[config.mk]
export PLATFORM = sky130hd
export DESIGN_NAME = cidbt_top
export DESIGN_NICKNAME = d
export VERILOG_FILES = /design/src/hdl/cidbt_pkg.sv /design/src/hdl/cidbt_top.sv
export VERILOG_INCLUDE_DIRS = /design/src /design/src/hdl
export SDC_FILE = /design/constraint.sdc
export NUM_CORES = 1
export LEC_CHECK = 0
export ABC_AREA = 1
export BUFFER_PORTS_ARGS = -buffer_cell sky130_fd_sc_hd__buf_4
export CORE_MARGIN = 2
export CORE_UTILIZATION = 24
export DETAILED_ROUTE_END_ITERATION = 8
export PLACE_DENSITY_LB_ADDON = 0.15
export SETUP_SLACK_MARGIN = 0.1
export SLEW_MARGIN = 20
export SYNTH_ARGS = -nofsm -noshare
export SYNTH_HDL_FRONTEND = slang
export SYNTH_SLANG_ARGS = --single-unit
[constraint.sdc]
create_clock -name pclk -period 10.9 [get_ports pclk]
set_input_delay 2.18 -clock pclk [delete_from_list [all_inputs] [get_ports pclk]]
set_output_delay 2.18 -clock pclk [all_outputs]
set_load 0.01 [all_outputs]
[src/hdl/cidbt_cfg.svh]
// register indices, field positions, reset values and limits for the filter and bit timer
`ifndef CIDBT_CFG_SVH
`define CIDBT_CFG_SVH
`define CIDBT_IDX_ID0 12'h5B0
`define CIDBT_IDX_ID1 12'h5B1
`define CIDBT_IDX_ID2 12'h5B2
`define CIDBT_IDX_ID3 12'h5B3
`define CIDBT_IDX_DLC 12'h5B4
`define CIDBT_IDX_PAT0 12'h5C0
`define CIDBT_IDX_MSK0 12'h5C4
`define CIDBT_IDX_FCTL 12'h5C8
`define CIDBT_IDX_BT0 12'h5C9
`define CIDBT_IDX_BT1 12'h5CA
`define CIDBT_IDX_STAT 12'h5CB
`define CIDBT_IDX_QPB 12'h5CC
`define CIDBT_STAT_RXF 0
`define CIDBT_STAT_HIT_LSB 1
`define CIDBT_IDE_BIT 3
`define CIDBT_SRR_BIT 4
`define CIDBT_RTR_STD_BIT 4
`define CIDBT_RTR_EXT_BIT 0
`define CIDBT_BT0_RST 8'h00
`define CIDBT_BT1_RST 8'h13
`define CIDBT_SEG1_MIN 5'h04
`define CIDBT_SEG1_MAX 5'h10
`define CIDBT_SEG2_MIN 4'h2
`define CIDBT_SEG2_MAX 4'h8
`define CIDBT_DLC_MAX 4'h8
`endif

[src/hdl/cidbt_pkg.sv]
// types shared by the filter and bit timer
package cidbt_pkg;
  typedef struct packed {
    logic psel;
    logic penable;
    logic pwrite;
    logic [15:0] paddr;
    logic [31:0] pwdata;
  } cidbt_apb_req_t;
  typedef struct packed {
    logic [31:0] prdata;
    logic pready;
    logic pslverr;
  } cidbt_apb_rsp_t;
  typedef struct packed {
    logic valid;
    logic [3:0][7:0] id;
    logic [3:0] dlc;
  } cidbt_rx_frame_t;
  typedef struct packed {
    logic ide;
    logic rtr;
    logic srr;
    logic [28:0] id;
    logic [31:0] arb_word;
    logic [3:0] dlc;
    logic [3:0] nbytes;
  } cidbt_tx_hdr_t;
  typedef struct packed {
    logic tq_tick;
    logic bit_start;
    logic sample_point;
    logic sampled_bit;
  } cidbt_timing_t;
  typedef enum logic [1:0] {
    CIDBT_SYNC = 2'b00,
    CIDBT_SEG1 = 2'b01,
    CIDBT_SEG2 = 2'b11
  } cidbt_seg_t;
  typedef enum logic [1:0] {
    CIDBT_F32 = 2'b00,
    CIDBT_F16 = 2'b01,
    CIDBT_F8 = 2'b10,
    CIDBT_FCLOSED = 2'b11
  } cidbt_fmode_t;
endpackage : cidbt_pkg

[src/hdl/cidbt_top.sv]
// identifier acceptance filter, bit timing and message buffer header with apb registers
// What this block does
// received standard or extended identifiers are compared with programmed patterns
// identifier bits whose mask bit is set are ignored in the compare
// a hit taken while the flag is clear, or cleared in the same cycle, sets the receive buffer full flag and a two-bit hit index
// when several sections match, the lowest numbered one is reported
// software selects one of four filter modes
// single mode uses one 32-bit bank, extended or standard bits, reports filter 0
// prescaler divides the module clock to make the time quantum
// each bit starts with a sync segment of one time quantum, except after a segment two resync jump, which enters segment one directly
// time segment one is 4 to 16 quanta long
// time segment two is 2 to 8 quanta long
// quanta per bit equal one plus segment one plus segment two
// jump width of 1 to 4 quanta limits each resync adjustment
// standard ids use byte 0 and top bits of byte 1, then rtr, ide
// ids are 11 or 29 bits and the top bit goes first
// the smallest identifier value has the highest priority
// software writes the substitute remote request bit as 1 for extended sends
// received substitute remote request bit is stored as received
// extended flag is captured on receive and selects the sent format
// remote flag is captured on receive and sets the sent rtr bit
// length code holds 0 to 8 data bytes for data frames
// remote frames send the length code but no data bytes
`timescale 1ns/1ps
`include "cidbt_cfg.svh"
module cidbt_top (
  input wire logic pclk,
  input wire logic presetn,
  input wire cidbt_pkg::cidbt_apb_req_t apb_req,
  output cidbt_pkg::cidbt_apb_rsp_t apb_rsp,
  input wire cidbt_pkg::cidbt_rx_frame_t rx_frame,
  input wire logic can_rx_pin,
  input wire logic [28:0] arb_peer_id,
  output cidbt_pkg::cidbt_tx_hdr_t tx_hdr,
  output cidbt_pkg::cidbt_timing_t timing,
  output logic arb_we_win,
  output logic rx_buffer_full_flag,
  output logic [1:0] filter_hit_index
);
  import cidbt_pkg::*;

  // byte compare with mask bits as don't care
  function automatic logic byte_match(input logic [7:0] id, input logic [7:0] pat,
                                      input logic [7:0] msk);
    byte_match = (((id ^ pat) & ~msk) == 8'h00);
  endfunction : byte_match

  // word address decode against a register index
  function automatic logic at_idx(input logic [15:0] addr, input logic [11:0] idx);
    at_idx = (addr[15:14] == 2'b00) && (addr[13:2] == idx) && (addr[1:0] == 2'b00);
  endfunction : at_idx

  logic [7:0] id_reg [4];
  logic [7:0] pat_reg [4];
  logic [7:0] msk_reg [4];
  logic [3:0] dlc_reg;
  logic [1:0] fmode_reg;
  logic [7:0] bt0_reg;
  logic [7:0] bt1_reg;
  logic rxf_reg;
  logic [1:0] hit_reg;
  logic [31:0] prdata_reg;
  logic pslverr_reg;

  // apb decode
  wire setup_ph = apb_req.psel & ~apb_req.penable;
  wire wr_acc = apb_req.psel & apb_req.penable & apb_req.pwrite;
  wire [15:0] addr = apb_req.paddr;
  wire [7:0] wbyte = apb_req.pwdata[7:0];
  wire [3:0] sel_id;
  wire [3:0] sel_pat;
  wire [3:0] sel_msk;
  wire sel_dlc = at_idx(addr, `CIDBT_IDX_DLC);
  wire sel_fctl = at_idx(addr, `CIDBT_IDX_FCTL);
  wire sel_bt0 = at_idx(addr, `CIDBT_IDX_BT0);
  wire sel_bt1 = at_idx(addr, `CIDBT_IDX_BT1);
  wire sel_stat = at_idx(addr, `CIDBT_IDX_STAT);
  wire sel_qpb = at_idx(addr, `CIDBT_IDX_QPB);
  wire mapped;

  // timing fields, lengths with clamps to the legal ranges
  wire [6:0] presc_len = {1'b0, bt0_reg[5:0]} + 7'h01;
  wire [2:0] sjw_len = {1'b0, bt0_reg[7:6]} + 3'h1;
  wire [4:0] seg1_raw = {1'b0, bt1_reg[3:0]} + 5'h01;
  wire [3:0] seg2_raw = {1'b0, bt1_reg[6:4]} + 4'h1;
  wire [4:0] len1 = (seg1_raw < `CIDBT_SEG1_MIN) ? `CIDBT_SEG1_MIN : seg1_raw;
  wire [3:0] len2 = (seg2_raw < `CIDBT_SEG2_MIN) ? `CIDBT_SEG2_MIN : seg2_raw;
  wire [5:0] qpb = 6'h01 + {1'b0, len1} + {2'b00, len2};

  // per-byte selects and filter compares
  logic [3:0] bm_single;
  logic [3:0] bm_dual;
  logic [3:0] bm_quad;
  genvar gi;
  generate
    for (gi = 0; gi < 4; gi++) begin : g_byte
      assign sel_id[gi] = at_idx(addr, `CIDBT_IDX_ID0 + 12'(gi));
      assign sel_pat[gi] = at_idx(addr, `CIDBT_IDX_PAT0 + 12'(gi));
      assign sel_msk[gi] = at_idx(addr, `CIDBT_IDX_MSK0 + 12'(gi));
      assign bm_single[gi] = byte_match(rx_frame.id[gi], pat_reg[gi], msk_reg[gi]);
      assign bm_dual[gi] = byte_match(rx_frame.id[gi % 2], pat_reg[gi], msk_reg[gi]);
      assign bm_quad[gi] = byte_match(rx_frame.id[0], pat_reg[gi], msk_reg[gi]);
    end
  endgenerate
  assign mapped = (|sel_id) | (|sel_pat) | (|sel_msk) | sel_dlc | sel_fctl | sel_bt0 |
                  sel_bt1 | sel_stat | sel_qpb;

  // section hits for the selected mode; standard frames skip bytes 2 and 3
  wire rx_ext = rx_frame.id[1][`CIDBT_IDE_BIT];
  wire [3:0] sec_hit;
  wire [1:0] low_hit;
  assign sec_hit = (fmode_reg == CIDBT_F32) ?
                   {3'b000, bm_single[0] & bm_single[1] &
                    ((bm_single[2] & bm_single[3]) | ~rx_ext)} :
                   (fmode_reg == CIDBT_F16) ? {2'b00, bm_dual[3] & bm_dual[2],
                                              bm_dual[1] & bm_dual[0]} :
                   (fmode_reg == CIDBT_F8) ? bm_quad : 4'h0;
  assign low_hit = sec_hit[0] ? 2'd0 : sec_hit[1] ? 2'd1 : sec_hit[2] ? 2'd2 : 2'd3;
  wire accept = rx_frame.valid & (|sec_hit) & (~rxf_reg | rxf_clr);
  wire rxf_clr = wr_acc & sel_stat & apb_req.pwdata[`CIDBT_STAT_RXF];

  // read mux
  wire [31:0] rd_mux;
  assign rd_mux = sel_id[0] ? {24'h0, id_reg[0]} : sel_id[1] ? {24'h0, id_reg[1]} :
                  sel_id[2] ? {24'h0, id_reg[2]} : sel_id[3] ? {24'h0, id_reg[3]} :
                  sel_pat[0] ? {24'h0, pat_reg[0]} : sel_pat[1] ? {24'h0, pat_reg[1]} :
                  sel_pat[2] ? {24'h0, pat_reg[2]} : sel_pat[3] ? {24'h0, pat_reg[3]} :
                  sel_msk[0] ? {24'h0, msk_reg[0]} : sel_msk[1] ? {24'h0, msk_reg[1]} :
                  sel_msk[2] ? {24'h0, msk_reg[2]} : sel_msk[3] ? {24'h0, msk_reg[3]} :
                  sel_dlc ? {28'h0, dlc_reg} : sel_fctl ? {30'h0, fmode_reg} :
                  sel_bt0 ? {24'h0, bt0_reg} : sel_bt1 ? {24'h0, bt1_reg} :
                  sel_stat ? {29'h0, hit_reg, rxf_reg} : sel_qpb ? {26'h0, qpb} : 32'h0;

  // read data and error captured in the setup phase
  always_ff @(posedge pclk or negedge presetn) begin
    if (!presetn) begin
      prdata_reg <= 32'h0;
      pslverr_reg <= 1'b0;
    end else if (setup_ph) begin
      prdata_reg <= apb_req.pwrite ? 32'h0 : rd_mux;
      pslverr_reg <= ~mapped;
    end
  end
  assign apb_rsp = '{prdata: prdata_reg, pready: 1'b1, pslverr: pslverr_reg};

  // configuration registers
  always_ff @(posedge pclk or negedge presetn) begin
    if (!presetn) begin
      for (int i = 0; i < 4; i++) begin
        pat_reg[i] <= 8'h00;
        msk_reg[i] <= 8'hFF;
      end
      fmode_reg <= 2'b00;
      bt0_reg <= `CIDBT_BT0_RST;
      bt1_reg <= `CIDBT_BT1_RST;
    end else if (wr_acc) begin
      for (int i = 0; i < 4; i++) begin
        if (sel_pat[i]) pat_reg[i] <= wbyte;
        if (sel_msk[i]) msk_reg[i] <= wbyte;
      end
      if (sel_fctl) fmode_reg <= wbyte[1:0];
      if (sel_bt0) bt0_reg <= wbyte;
      if (sel_bt1) bt1_reg <= {1'b0, wbyte[6:0]};
    end
  end

  // message buffer: software writes, accepted frames overwrite as received
  always_ff @(posedge pclk or negedge presetn) begin
    if (!presetn) begin
      for (int i = 0; i < 4; i++) id_reg[i] <= 8'h00;
      dlc_reg <= 4'h0;
    end else if (accept) begin
      for (int i = 0; i < 4; i++) id_reg[i] <= rx_frame.id[i];
      dlc_reg <= rx_frame.dlc;
    end else if (wr_acc) begin
      for (int i = 0; i < 4; i++) if (sel_id[i]) id_reg[i] <= wbyte;
      if (sel_dlc) dlc_reg <= wbyte[3:0];
    end
  end

  // full flag and hit index; a new hit wins over a clear in the same cycle
  always_ff @(posedge pclk or negedge presetn) begin
    if (!presetn) begin
      rxf_reg <= 1'b0;
      hit_reg <= 2'b00;
    end else if (accept) begin
      rxf_reg <= 1'b1;
      hit_reg <= low_hit;
    end else if (rxf_clr) begin
      rxf_reg <= 1'b0;
    end
  end
  assign rx_buffer_full_flag = rxf_reg;
  assign filter_hit_index = hit_reg;

  // transmit header from the buffer, standard or extended layout
  wire tx_ext = id_reg[1][`CIDBT_IDE_BIT];
  wire [28:0] id_std = {18'h0, id_reg[0], id_reg[1][7:5]};
  wire [28:0] id_ext = {id_reg[0], id_reg[1][7:5], id_reg[1][2:0], id_reg[2],
                        id_reg[3][7:1]};
  wire tx_rtr = tx_ext ? id_reg[3][`CIDBT_RTR_EXT_BIT] : id_reg[1][`CIDBT_RTR_STD_BIT];
  wire [28:0] tx_id = tx_ext ? id_ext : id_std;
  wire [3:0] dlc_cnt = (dlc_reg > `CIDBT_DLC_MAX) ? `CIDBT_DLC_MAX : dlc_reg;
  always_ff @(posedge pclk or negedge presetn) begin
    if (!presetn) begin
      tx_hdr <= '0;
      arb_we_win <= 1'b0;
    end else begin
      tx_hdr.ide <= tx_ext;
      tx_hdr.rtr <= tx_rtr;
      tx_hdr.srr <= id_reg[1][`CIDBT_SRR_BIT];
      tx_hdr.id <= tx_id;
      tx_hdr.arb_word <= tx_ext ? {tx_id, 3'b000} : {id_std[10:0], 21'h0};
      tx_hdr.dlc <= dlc_reg;
      tx_hdr.nbytes <= tx_rtr ? 4'h0 : dlc_cnt;
      arb_we_win <= (tx_id < arb_peer_id);
    end
  end

  // bus pin synchroniser and falling edge detect
  logic rx_s1;
  logic rx_s2;
  logic rx_s3;
  always_ff @(posedge pclk or negedge presetn) begin
    if (!presetn) begin
      rx_s1 <= 1'b1;
      rx_s2 <= 1'b1;
      rx_s3 <= 1'b1;
    end else begin
      rx_s1 <= can_rx_pin;
      rx_s2 <= rx_s1;
      rx_s3 <= rx_s2;
    end
  end
  wire fall = rx_s3 & ~rx_s2;

  // prescaler for the time quantum
  logic [6:0] pre_cnt;
  wire tq_tick = (pre_cnt + 7'h01 >= presc_len);
  always_ff @(posedge pclk or negedge presetn) begin
    if (!presetn) pre_cnt <= 7'h00;
    else pre_cnt <= tq_tick ? 7'h00 : pre_cnt + 7'h01;
  end

  // segment sequencer with resync
  cidbt_seg_t seg_reg;
  cidbt_seg_t seg_next;
  logic [4:0] cnt_reg;
  logic [4:0] cnt_next;
  logic [2:0] ext_reg;
  logic edge_pend;
  logic samp_reg;
  wire [4:0] e1 = cnt_reg + 5'h01;
  wire [2:0] ext_new = (e1 > {2'b00, sjw_len}) ? sjw_len : e1[2:0];
  wire [4:0] end1 = len1 + {2'b00, ext_reg};
  wire [3:0] rem2 = len2 - cnt_reg[3:0];
  wire edge_now = fall | edge_pend;
  wire seg2_jump = edge_now && (rem2 <= {1'b0, sjw_len});
  wire [3:0] end2 = edge_now ? (len2 - {1'b0, sjw_len}) : len2;
  always_comb begin
    seg_next = seg_reg;
    cnt_next = cnt_reg;
    case (seg_reg)
      CIDBT_SYNC: begin
        seg_next = CIDBT_SEG1;
        cnt_next = 5'h00;
      end
      CIDBT_SEG1: begin
        cnt_next = e1;
        if (e1 >= end1) begin
          seg_next = CIDBT_SEG2;
          cnt_next = 5'h00;
        end
      end
      CIDBT_SEG2: begin
        cnt_next = e1;
        if (seg2_jump) begin
          seg_next = CIDBT_SEG1;
          cnt_next = 5'h00;
        end else if (e1[3:0] >= end2) begin
          seg_next = CIDBT_SYNC;
          cnt_next = 5'h00;
        end
      end
      default: begin
        seg_next = CIDBT_SYNC;
        cnt_next = 5'h00;
      end
    endcase
  end
  always_ff @(posedge pclk or negedge presetn) begin
    if (!presetn) begin
      seg_reg <= CIDBT_SYNC;
      cnt_reg <= 5'h00;
    end else if (tq_tick) begin
      seg_reg <= seg_next;
      cnt_reg <= cnt_next;
    end
  end

  // edge bookkeeping and phase lengthening in segment one
  wire samp_now = tq_tick && seg_reg == CIDBT_SEG1 && seg_next == CIDBT_SEG2;
  always_ff @(posedge pclk or negedge presetn) begin
    if (!presetn) begin
      edge_pend <= 1'b0;
      ext_reg <= 3'h0;
      samp_reg <= 1'b1;
    end else begin
      edge_pend <= tq_tick ? 1'b0 : (edge_pend | (fall & (seg_reg != CIDBT_SYNC)));
      if (tq_tick && seg_reg == CIDBT_SYNC) ext_reg <= 3'h0;
      else if (tq_tick && seg_reg == CIDBT_SEG1 && edge_now && ext_reg == 3'h0)
        ext_reg <= ext_new;
      if (samp_now)
        samp_reg <= rx_s2;
    end
  end
  // timing strobes, driven as one packed word
  assign timing = '{tq_tick: tq_tick,
                    bit_start: tq_tick && seg_reg == CIDBT_SYNC,
                    sample_point: samp_now,
                    sampled_bit: samp_reg};

  logic [6:0] gap_cnt;
  logic gap_ok;
  always_ff @(posedge pclk or negedge presetn) begin
    if (!presetn) begin
      gap_cnt <= 7'h00;
      gap_ok <= 1'b0;
    end else begin
      gap_cnt <= tq_tick ? 7'h00 : gap_cnt + 7'h01;
      gap_ok <= (wr_acc & sel_bt0) ? 1'b0 : (tq_tick ? 1'b1 : gap_ok);
    end
  end
endmodule : cidbt_top

==> Implementation_results.wiki, run 1 <==
{| class="wikitable"
! Metric !! Value
|-
| Result of the run || complete, no violations
|-
| Number of pins exceeding their max-slew limit in the final report || 0
|-
| Initial Utilization || 24.2%
|-
| Clock tree from TritonCTS || built
|-
| Min-delay src || rx_s1
|-
| Sequential cell area fraction in the yosys report || 40.6%
|-
| Number of global-route vias before repair || 11,900
|-
| Post-cts repair resize count || 0
|-
| Total setup buffers inserted after CTS || 0
|-
| Number of rows in the core area || 86
|-
| Cells after synthesis || 1,758
|-
| P per Cell Area || 135 mW/mm^2
|-
| Distinct cell type count after synthesis || 56
|-
| Worst setup path class || reg -> out
|-
| Clk Latency, worst-skew pair || 580 ps
|-
| Clock skew || 28.8 ps
|-
| Vias || 11,900
|-
| Number of maximum-capacitance constraint violations || 0
|-
| Crit share post-route || 59.5%
|-
| EDFF count, synth || 0
|-
| Most instantiated library cell after synthesis || sky130_fd_sc_hd__nand2_1
|-
| Hpwl dp || 39,400 um
|-
| Combinational family with the most area after synthesis || simple AND/OR/NAND/NOR gates
|-
| Hold-fix buffers at CTS || 0
|-
| ANT cells || 0
|-
| Mean cell area of the mapped netlist || 7.57 sq um
|-
| Total congestion overflow || 0
|-
| Area fraction in compound gates after synthesis || 12.6%
|-
| Max reg flops || 62
|-
| Multi-input logic area || 0.00637 sq mm
|-
| Finish-stage setup viols || 0
|-
| Fmax || 154 MHz
|-
| Routed vias/inst || 4.46
|-
| Root buffer selected by CTS || sky130_fd_sc_hd__clkbuf_16
|-
| Area growth, synth to finish || 20.7%
|-
| Cells traversed along the worst timing path || ha_1 -> xor2_1 -> o21ai_0 -> ha_1 -> inv_1 -> fa_1 -> mux2i_1 -> ha_1 -> inv_1 -> a21oi_1 -> o21ai_0 -> nand2_1 -> a21oi_1 -> nand3_1 -> nand2_1 -> nand2_1 -> inv_1 -> buf_4
|-
| Unrepaired setup endpoints after global routing || no
|-
| Final GP Congestion || 0.888
|-
| Most used flip-flop cell after synthesis || sky130_fd_sc_hd__dfrtp_1
|-
| Ports placed on the boundary || 234
|-
| Worst voltage drop across the vdd grid || 97.2 uV
|-
| Post-Synth Simple-Gate Area || 24.8%
|-
| Shortest period the worst path allows || 6490 ps
|-
| Clock sink total || 214
|-
| Area fraction of the dominant cell type after synthesis || 32.9%
|-
| Overall die area || 0.0573 sq mm
|-
| Number of input and output port buffers inserted || 181
|-
| Stages on the worst setup path || 18
|-
| Signal arrival time at the worst endpoint || 4310 ps
|-
| Worst relative slew slack || 41.3%
|-
| Number of filler cells placed in the layout || 5,972
|-
| Required time of the worst setup path || 8720 ps
|-
| Layout cell share with drive strength beyond 1 || 17.0%
|-
| Largest area contributor in the synthesized netlist || sky130_fd_sc_hd__dfrtp_1
|-
| Average routed wire per standard cell || 18.6 um
|-
| CTS buffer count || 28
|-
| Post-synthesis instance area || 0.0133 sq mm
|-
| WHS || 361 ps
|-
| Util after Layout || 29.2%
|-
| Largest cells by area after synthesis || sky130_fd_sc_hd__dfrtp_1 (33%), sky130_fd_sc_hd__nand2_1 (12%), sky130_fd_sc_hd__dfstp_2 (7.7%), sky130_fd_sc_hd__inv_1 (7.0%), sky130_fd_sc_hd__o21ai_0 (6.6%)
|-
| Yosys warnings || 0
|-
| Top cell family by delay on the critical path || adder cells
|-
| Clock transition at the register clock pins on the worst setup and hold paths after CTS || 60 ps
|-
| Register bit total from synthesis || 214
|-
| Synthesized-area fraction occupied by adder cells || 7.09%
|-
| Die height || 239 um
|-
| Class of the tightest hold or removal check || reg -> reg
|-
| Hold violation count in the final report || 0
|-
| Horiz. Die Dim || 239 um
|-
| XOR/XNOR share of the synthesized area || 2.30%
|-
| Source of the critical timing path || bt1_reg[4]
|-
| Leak Pwr || 8.28 nW
|-
| Reg2reg start || bt1_reg[4]
|-
| Remaining routing DRC violations || 0
|-
| Critical Path Slowest Stage Cell || sky130_fd_sc_hd__dfstp_2
|-
| CTS H-Tree Depth || 1
|-
| Fraction of registers with async set/reset || 100%
|-
| First-pass iteration count of the detailed router || 5
|-
| Global-route wire length before repair || 74,500 um
|-
| Max stage delay on crit path || 550 ps
|-
| Tightest Pin Transition || 873 ps
|-
| First DRT Iteration DRCs || 808
|-
| Critical path fanouts, max || 6
|-
| Number of cells traversed by the worst hold path || 0
|-
| Global-route usage over all layers || 17.3%
|-
| Commonest cells in the synthesized netlist || sky130_fd_sc_hd__nand2_1 (422), sky130_fd_sc_hd__inv_1 (247), sky130_fd_sc_hd__o21ai_0 (176), sky130_fd_sc_hd__dfrtp_1 (175), sky130_fd_sc_hd__nand3_1 (152)
|-
| Final layout net count || 2,095
|-
| Worst Path Buf+Inv || 4
|-
| Number of antenna violations at the first check in global routing || 0
|-
| CP startpoint kind || flop
|-
| Critical path capture point type || primary output
|-
| Design Power || 2.17 mW
|-
| Logic depth of the worst register-to-register path || 19
|-
| Multiplexer share of the synthesized area || 0.301%
|-
| Maximum count of clock buffers along a single path || 3
|-
| Final antenna-violating net count || 0
|-
| Placeable core area || 0.0550 sq mm
|-
| Accumulated negative setup slack || 0 ps
|-
| Largest net degree at the start of global routing || 105
|-
| Final WL || 49,700 um
|-
| Sequential Area || 0.00540 sq mm
|}
metrics by stage:
stage / worst slack, ps / instance area (sq um) / cells
2_1_floorplan: 5650 / 13400 / 1784
5_1_grt: 3910 / 16100 / 2671
3_5_place_dp: 4910 / 15100 / 2620
6_report: 4410 / 16100 / 2671
3_3_place_gp: 4940 / 15100 / 2620
4_1_cts: 4260 / 16100 / 2671
layout make-up:
cell class	count	share of cell area, %
repair buffers	187	8.79
well taps	748	5.83
clock buffers	42	4.94
inverters	271	6.37
flip-flops and latches	214	33.7
clock inverters	9	0.717
multi-input cells	1200	39.7
cell families after synthesis:
logic type                 count (synthesis)
AOI/OAI and AO/OA                        314
xor gates and xnor gates                  35
adders and majority gates                 73
buffers and inverters                    370
DFF                                      214
muxes                                      4
other                                      2
and+or+nand+nor                          746
path summary, 6_finish.rpt:
| check | endpoint | slack [ps] |
|---|---|---|
| max | timing[1] | 4410 |
| min | rx_s2 | 360 |
| max reg2reg | cnt_reg[2] | 6970 |
| min reg2reg | rx_s2 | 360 |
| max in group asynchronous | tx_hdr[45] | 7220 |
| min in group asynchronous | tx_hdr[66] | 1610 |
metal layers:
metal  vias up  share of wire (%)  global-route usage [%]
met5         -                  0                       0
met4         0                3.5                    6.44
met3        77                4.0                    2.01
met2       299                 49                    30.4
met1      5642                 44                    21.6
li1       5905                  -                       -
where the power goes:
part	switching (mW)	total [mW]	internal, mW
logic	0.247	0.402	0.155
registers	0.0274	0.851	0.824
clock network	0.370	0.919	0.548
total	0.645	2.17	1.53
layout by cell type (no fill, tap or decap), drive strengths merged, types with 3 or more instances in the layout:
| cell | netlist | layout |
|---|---|---|
| nand2 | 429 | 429 |
| dfstp | 39 | 39 |
| a31oi | 4 | 4 |
| fa | 4 | 4 |
| conb | 2 | 28 |
| nand3 | 153 | 153 |
| nor3 | 16 | 16 |
| o211ai | 7 | 7 |
| mux2i | 4 | 4 |
| nor2 | 107 | 107 |
| ha | 69 | 69 |
| xor2 | 21 | 21 |
| inv | 267 | 267 |
| xnor2 | 14 | 14 |
| nor4 | 7 | 7 |
| a211oi | 3 | 3 |
| clkbuf | 34 | 42 |
| dfrtp | 175 | 175 |
| nand4 | 26 | 26 |
| o2111ai | 4 | 4 |
| o21ai | 194 | 194 |
| buf | 65 | 187 |
| nand3b | 5 | 5 |
| a21oi | 86 | 86 |
| clkinv | 4 | 9 |
| o21a | 3 | 3 |
Power figures use the tool's default switching activity.
==> run 2, diff against run 1 <==
==> constraint.sdc (replaced) <==
create_clock -name pclk -period 5.9 [get_ports pclk]
set_input_delay 1.18 -clock pclk [delete_from_list [all_inputs] [get_ports pclk]]
set_output_delay 1.18 -clock pclk [all_outputs]
set_load 0.01 [all_outputs]
==> Implementation_results.wiki, run 2 (same netlist as run 1, synthesis figures left out) <==
{| class="wikitable"
! Metric !! Value
|-
| Result of the run || complete, no violations (unchanged)
|-
| Signal arrival time at the worst endpoint || 4150 ps (was 4310 ps)
|-
| Clock tree from TritonCTS || built (unchanged)
|-
| Max reg flops || 62 (unchanged)
|-
| Source of the critical timing path || bt1_reg[4] (unchanged)
|-
| Number of filler cells placed in the layout || 6,011 (was 5,972)
|-
| Hold violation count in the final report || 0 (unchanged)
|-
| Maximum count of clock buffers along a single path || 3 (unchanged)
|-
| Clk Latency, worst-skew pair || 570 ps (was 580 ps)
|-
| Final WL || 50,000 um (was 49,700 um)
|-
| Crit share post-route || 90.3%
|-
| Number of maximum-capacitance constraint violations || 0 (unchanged)
|-
| Final non-filler cell area || 0.0162 sq mm (was 0.0161 sq mm)
|-
| Average routed wire per standard cell || 18.7 um (was 18.6 um)
|-
| P per Cell Area || 256 mW/mm^2 (was 135 mW/mm^2)
|-
| Placeable core area || 0.0550 sq mm (unchanged)
|-
| Clock skew || 9.63 ps (was 28.8 ps)
|-
| Routed vias/inst || 4.47 (was 4.46)
|-
| Finish-stage setup viols || 0 (unchanged)
|-
| Root buffer selected by CTS || sky130_fd_sc_hd__clkbuf_16 (unchanged)
|-
| Clock sink total || 214 (unchanged)
|-
| Logic depth of the worst register-to-register path || 17 (was 19)
|-
| Clock transition at the register clock pins on the worst setup and hold paths after CTS || 60 ps (about the same)
|-
| Shortest period the worst path allows || 5330 ps
|-
| Die height || 239 um (unchanged)
|-
| Required time of the worst setup path || 4720 ps (was 8720 ps)
|-
| Area growth, synth to finish || 21.4% (was 20.7%)
|-
| Leak Pwr || 8.33 nW (was 8.28 nW)
|-
| Endpoint of the worst register-to-register path || cnt_reg[2] (unchanged)
|-
| Multi-input logic area || 0.00638 sq mm (was 0.00637 sq mm)
|-
| CTS H-Tree Depth || 1 (unchanged)
|-
| Unrepaired setup endpoints after global routing || no (unchanged)
|-
| Final GP Congestion || 0.910 (was 0.888)
|-
| Placed Area || 0.0152 sq mm (was 0.0151 sq mm)
|-
| Reg2reg start || bt1_reg[4] (unchanged)
|-
| Number of input and output port buffers inserted || 181 (unchanged)
|-
| ANT cells || 0 (unchanged)
|-
| Accumulated negative setup slack || 0 ps (unchanged)
|-
| Ports placed on the boundary || 234 (unchanged)
|-
| Largest net degree at the start of global routing || 111 (was 105)
|-
| Worst setup path class || reg -> out (unchanged)
|-
| Global-route wire length before repair || 74,100 um (was 74,500 um)
|-
| Total congestion overflow || 0 (unchanged)
|-
| Number of antenna violations at the first check in global routing || 0 (unchanged)
|-
| Critical path capture point type || primary output (unchanged)
|-
| Number of global-route vias before repair || 11,800 (was 11,900)
|-
| Number of cells traversed by the worst hold path || 0 (unchanged)
|-
| CTS buffer count || 28 (unchanged)
|-
| Minimum setup slack among reg-to-reg paths || 2140 ps (was 6970 ps)
|-
| Worst voltage drop across the vdd grid || 178 uV (was 97.2 uV)
|-
| Horiz. Die Dim || 239 um (unchanged)
|-
| Final setup margin || 572 ps (was 4410 ps)
|-
| Remaining routing DRC violations || 0 (unchanged)
|-
| CP startpoint kind || flop (unchanged)
|-
| Class of the tightest hold or removal check || reg -> reg (unchanged)
|-
| Most frequent standard cell in the layout excluding fill and tap cells || sky130_fd_sc_hd__nand2_1 (unchanged)
|-
| Global-route usage over all layers || 17.3% (about the same)
|-
| Number of pins exceeding their max-slew limit in the final report || 0 (unchanged)
|-
| Commonest non-fill, non-tap cells in the layout || sky130_fd_sc_hd__nand2_1 (422), sky130_fd_sc_hd__inv_1 (247), sky130_fd_sc_hd__buf_4 (184) (was sky130_fd_sc_hd__nand2_1 (422), sky130_fd_sc_hd__inv_1 (247), sky130_fd_sc_hd__buf_4 (186))
|-
| Overall die area || 0.0573 sq mm (unchanged)
|-
| Final antenna-violating net count || 0 (unchanged)
|-
| First DRT Iteration DRCs || 856 (was 808)
|-
| Initial Utilization || 24.2% (unchanged)
|-
| Critical Path Sink || timing[1] (unchanged)
|-
| Vias || 11,900 (about the same)
|-
| Tightest Pin Transition || 949 ps (was 873 ps)
|-
| Final layout net count || 2,094 (was 2,095)
|-
| Layout cell share with drive strength beyond 1 || 17.4% (was 17.0%)
|-
| Sequential Area || 0.00540 sq mm (unchanged)
|-
| Hpwl dp || 39,200 um (was 39,400 um)
|-
| Pre-CTS WS || 1000 ps (was 4910 ps)
|-
| Critical path fanouts, max || 7 (was 6)
|-
| Number of rows in the core area || 86 (unchanged)
|-
| Worst relative slew slack || 36.6% (was 41.3%)
|-
| Fmax || 188 MHz
|-
| First-pass iteration count of the detailed router || 7 (was 5)
|}
run 2: layer usage:
metal,vias up,part of all wire (%),track usage [%]
met2,315,49,30.3
met3,95,4.2,1.96
met4,0,4.0,7.18
met5,-,0,0
met1,5632,43,21.4
li1,5901,-,-
run 2: worst min path at each step:
stage / start / end
after global routing: rx_s1 / rx_s2
after global placement: rx_s1 / rx_s2
final: rx_s1 / rx_s2
after floorplan: rx_s1 / rx_s2
after CTS: rx_s1 / rx_s2
after detailed placement: rx_s1 / rx_s2
run 2: repair_timing:
item,4_1_cts,5_1_grt
endpoints found under the hold margin,0,0
hold buffers,0,0
resized for setup,0,1
setup endpoints to repair,0,1
setup buffers,0,0
run 2: worst max-delay path, cell delays in order, from the launching register on:
cell                       delay [ps]
sky130_fd_sc_hd__dfstp_2          550
sky130_fd_sc_hd__ha_1             190
sky130_fd_sc_hd__xor2_2           140
sky130_fd_sc_hd__o21bai_1         770
sky130_fd_sc_hd__fa_1             530
sky130_fd_sc_hd__mux2i_1          140
sky130_fd_sc_hd__ha_1             260
sky130_fd_sc_hd__inv_1             60
sky130_fd_sc_hd__a21oi_1           30
sky130_fd_sc_hd__o21ai_0          130
sky130_fd_sc_hd__nand2_1           70
sky130_fd_sc_hd__a21oi_1          220
sky130_fd_sc_hd__nand3_1          130
sky130_fd_sc_hd__nand2_1          100
sky130_fd_sc_hd__nand2_1           80
sky130_fd_sc_hd__inv_1             60
sky130_fd_sc_hd__buf_4            110
run 2: where the power goes:
part / switching [mW] / total, mW / internal, mW / leakage [nW]
logic: 0.459 / 0.747 / 0.288 / 5.06
registers: 0.0507 / 1.57 / 1.52 / 2.79
clock network: 0.704 / 1.81 / 1.11 / 0.482
total: 1.21 / 4.13 / 2.92 / 8.33
run 2: area by class of cell:
class | instances | share of cell area [%]
clock inverters | 12 | 1.03
inverters | 271 | 6.33
repair buffers | 186 | 8.77
flip-flops and latches | 214 | 33.5
well taps | 748 | 5.79
multi-input cells | 1200 | 39.5
clock buffers | 40 | 5.11
run 2: stage by stage:
stage               hold WS, ps  util (%)  cells  total power [mW]
floorplan                   345         -   1784              2.08
global placement            350      27.6   2619              2.34
detailed placement          349      27.6   2619              2.35
CTS                         358      29.4   2671              4.20
global route                364      29.4   2671              4.35
finish                      356      29.4   2671              4.13
==> run 3, diff against run 2 <==
--- a/config.mk
+++ b/config.mk
@@ -12,7 +12,9 @@
 export CORE_UTILIZATION = 24
 export DETAILED_ROUTE_END_ITERATION = 8
 export PLACE_DENSITY_LB_ADDON = 0.15
+export REMOVE_ABC_BUFFERS = 1
 export SETUP_SLACK_MARGIN = 0.1
+export SKIP_CTS_REPAIR_TIMING = 1
 export SLEW_MARGIN = 20
 export SYNTH_ARGS = -nofsm -noshare
 export SYNTH_HDL_FRONTEND = slang
==> Implementation_results.wiki, run 3 (same netlist as run 1, synthesis figures left out) <==
{| class="wikitable"
! Metric !! Value
|-
| Result of the run || complete, no violations (unchanged)
|-
| Sequential Area || 0.00540 sq mm (unchanged)
|-
| Critical Path Slowest Stage Cell || sky130_fd_sc_hd__o21ai_0 (was sky130_fd_sc_hd__o21bai_1)
|-
| Class of the tightest hold or removal check || reg -> reg (unchanged)
|-
| First DRT Iteration DRCs || 806 (was 856)
|-
| Remaining routing DRC violations || 0 (unchanged)
|-
| Number of rows in the core area || 86 (unchanged)
|-
| Routed met2 length || 24,400 um (was 24,500 um)
|-
| Critical path capture point type || primary output (unchanged)
|-
| Critical path fanouts, max || 6 (was 7)
|-
| Global-route usage over all layers || 17.5% (was 17.3%)
|-
| Final antenna-violating net count || 0 (unchanged)
|-
| Final non-filler cell area || 0.0159 sq mm (was 0.0162 sq mm)
|-
| Overall die area || 0.0573 sq mm (unchanged)
|-
| Worst relative slew slack || 39.6% (was 36.6%)
|-
| Routed vias/inst || 4.49 (was 4.47)
|-
| Total congestion overflow || 0 (unchanged)
|-
| Commonest non-fill, non-tap cells in the layout || sky130_fd_sc_hd__nand2_1 (422), sky130_fd_sc_hd__inv_1 (247), sky130_fd_sc_hd__buf_4 (185) (was sky130_fd_sc_hd__nand2_1 (422), sky130_fd_sc_hd__inv_1 (247), sky130_fd_sc_hd__buf_4 (184))
|-
| Required time of the worst setup path || 4720 ps (about the same)
|-
| WHS || 355 ps (was 356 ps)
|-
| Clk Latency, worst-skew pair || 560 ps (was 570 ps)
|-
| Clock sink total || 214 (unchanged)
|-
| Layout cell share with drive strength beyond 1 || 16.7% (was 17.4%)
|-
| Filler-free cell count of the finished design || 2,667 (was 2,671)
|-
| CTS buffer count || 26 (was 28)
|-
| Horiz. Die Dim || 239 um (unchanged)
|-
| Root buffer selected by CTS || sky130_fd_sc_hd__clkbuf_16 (unchanged)
|-
| Placed Area || 0.0151 sq mm (was 0.0152 sq mm)
|-
| Final setup margin || 482 ps (was 572 ps)
|-
| First-pass iteration count of the detailed router || 5 (was 7)
|-
| Global-route wire length before repair || 74,900 um (was 74,100 um)
|-
| Largest net degree at the start of global routing || 101 (was 111)
|-
| Worst setup path class || reg -> out (unchanged)
|-
| Average routed wire per standard cell || 19.0 um (was 18.7 um)
|-
| Routed wire length on met3 || 2400 um (was 2090 um)
|-
| Design Power || 3.87 mW (was 4.13 mW)
|-
| Vias || 12,000 (was 11,900)
|-
| Worst voltage drop across the vdd grid || 210 uV (was 178 uV)
|-
| Clock transition at the register clock pins on the worst setup and hold paths after CTS || 60 ps (about the same)
|-
| CP startpoint kind || flop (unchanged)
|-
| Clock skew || 22.2 ps (was 9.63 ps)
|-
| Number of antenna violations at the first check in global routing || 0 (unchanged)
|-
| Pre-CTS WS || 1040 ps (was 1000 ps)
|-
| Accumulated negative setup slack || 0 ps (unchanged)
|-
| Initial Utilization || 24.2% (unchanged)
|-
| Cell Count Post-Placement || 2,619 (unchanged)
|-
| Leak Pwr || 8.24 nW (was 8.33 nW)
|-
| Most frequent standard cell in the layout excluding fill and tap cells || sky130_fd_sc_hd__nand2_1 (unchanged)
|-
| Tightest Pin Transition || 906 ps (was 949 ps)
|-
| Area growth, synth to finish || 19.9% (was 21.4%)
|-
| Placeable core area || 0.0550 sq mm (unchanged)
|-
| ANT cells || 0 (unchanged)
|-
| Multi-input logic area || 0.00638 sq mm (unchanged)
|-
| Hold violation count in the final report || 0 (unchanged)
|-
| Number of input and output port buffers inserted || 181 (unchanged)
|-
| Ports placed on the boundary || 234 (unchanged)
|-
| Util after Layout || 29.0% (was 29.4%)
|-
| Shortest period the worst path allows || 5420 ps (was 5330 ps)
|-
| Max reg flops || 62 (unchanged)
|-
| Max stage delay on crit path || 600 ps (was 770 ps)
|-
| Number of pins exceeding their max-slew limit in the final report || 0 (unchanged)
|-
| Met1 Routed Length || 22,000 um (was 21,400 um)
|-
| Clock tree from TritonCTS || built (unchanged)
|-
| Top layer used by detailed routing || met4 (unchanged)
|-
| Final WL || 50,700 um (was 50,000 um)
|-
| Number of filler cells placed in the layout || 6,060 (was 6,011)
|-
| Finish-stage setup viols || 0 (unchanged)
|-
| Hpwl dp || 40,000 um (was 39,200 um)
|-
| Crit share post-route || 91.8% (was 90.3%)
|-
| Number of maximum-capacitance constraint violations || 0 (unchanged)
|-
| Maximum count of clock buffers along a single path || 3 (unchanged)
|-
| Final layout net count || 2,092 (was 2,094)
|-
| Fmax || 185 MHz (was 188 MHz)
|-
| Signal arrival time at the worst endpoint || 4240 ps (was 4150 ps)
|-
| P per Cell Area || 243 mW/mm^2 (was 256 mW/mm^2)
|-
| Die height || 239 um (unchanged)
|-
| Unrepaired setup endpoints after global routing || no (unchanged)
|-
| CTS H-Tree Depth || 1 (unchanged)
|-
| Cells traversed along the worst timing path || ha_1 -> xor2_2 -> o21ai_0 -> ha_1 -> inv_1 -> fa_1 -> mux2i_1 -> ha_1 -> inv_1 -> a21oi_1 -> o21ai_0 -> nand2_1 -> a21oi_1 -> nand3_1 -> nand2_1 -> nand2_1 -> inv_1 -> buf_4 (was ha_1 -> xor2_2 -> o21bai_1 -> fa_1 -> mux2i_1 -> ha_1 -> inv_1 -> a21oi_1 -> o21ai_0 -> nand2_1 -> a21oi_1 -> nand3_1 -> nand2_1 -> nand2_1 -> inv_1 -> buf_4)
|-
| Final GP Congestion || 0.906 (was 0.910)
|-
| Number of global-route vias before repair || 11,600 (was 11,800)
|}
-- run 3: changes by cell type in the layout (fill, tap and decap cells not counted), sizes merged --
cell / before / now
bufinv: 3 / 0
clkinv: 10 / 8
clkinvlp: 2 / 0
inv: 268 / 267
clkbuf: 40 / 44
-- run 3: area by class of cell --
class	count	share of cell area [%]
well taps	748	5.87
clock inverters	4	0.126
inverters	271	6.41
flip-flops and latches	214	33.9
repair buffers	186	8.80
clock buffers	44	4.89
multi-input cells	1200	40.0
-- run 3: power by group --
group	internal (mW)	switching (mW)
Sequential	1.52	0.0526
Clock	0.891	0.657
Combinational	0.285	0.461
Total	2.70	1.17
-- run 3: critical path: cells and delay by family, from the launching register on --
kind	cells	cell delay, ps
buffers and inverters	4	280
adder cells (fa/ha/maj)	4	1240
AO/OA/AOI/OAI	4	1020
AND/OR/NAND/NOR	4	390
multiplexers	1	70
flip-flops	1	550
XOR/XNOR	1	130
-- run 3: final timing paths --
kind | start | endpoint | slack [ps] | cells after the start
min in group asynchronous | presetn | tx_hdr[71] | 630 | 1
max in group asynchronous | presetn | pre_cnt[5] | 3990 | 2
min | rx_s1 | rx_s2 | 360 | 0
max | bt1_reg[4] | timing[1] | 480 | 18
min reg2reg | rx_s1 | rx_s2 | 360 | 0
max reg2reg | bt1_reg[4] | cnt_reg[2] | 1940 | 19
-- run 3: layer usage --
| metal | global-route usage (%) | up-vias |
|---|---|---|
| met2 | 30.3 | 344 |
| met1 | 22.2 | 5640 |
| met3 | 2.10 | 88 |
| li1 | - | 5895 |
| met5 | 0 | - |
| met4 | 6.82 | 0 |
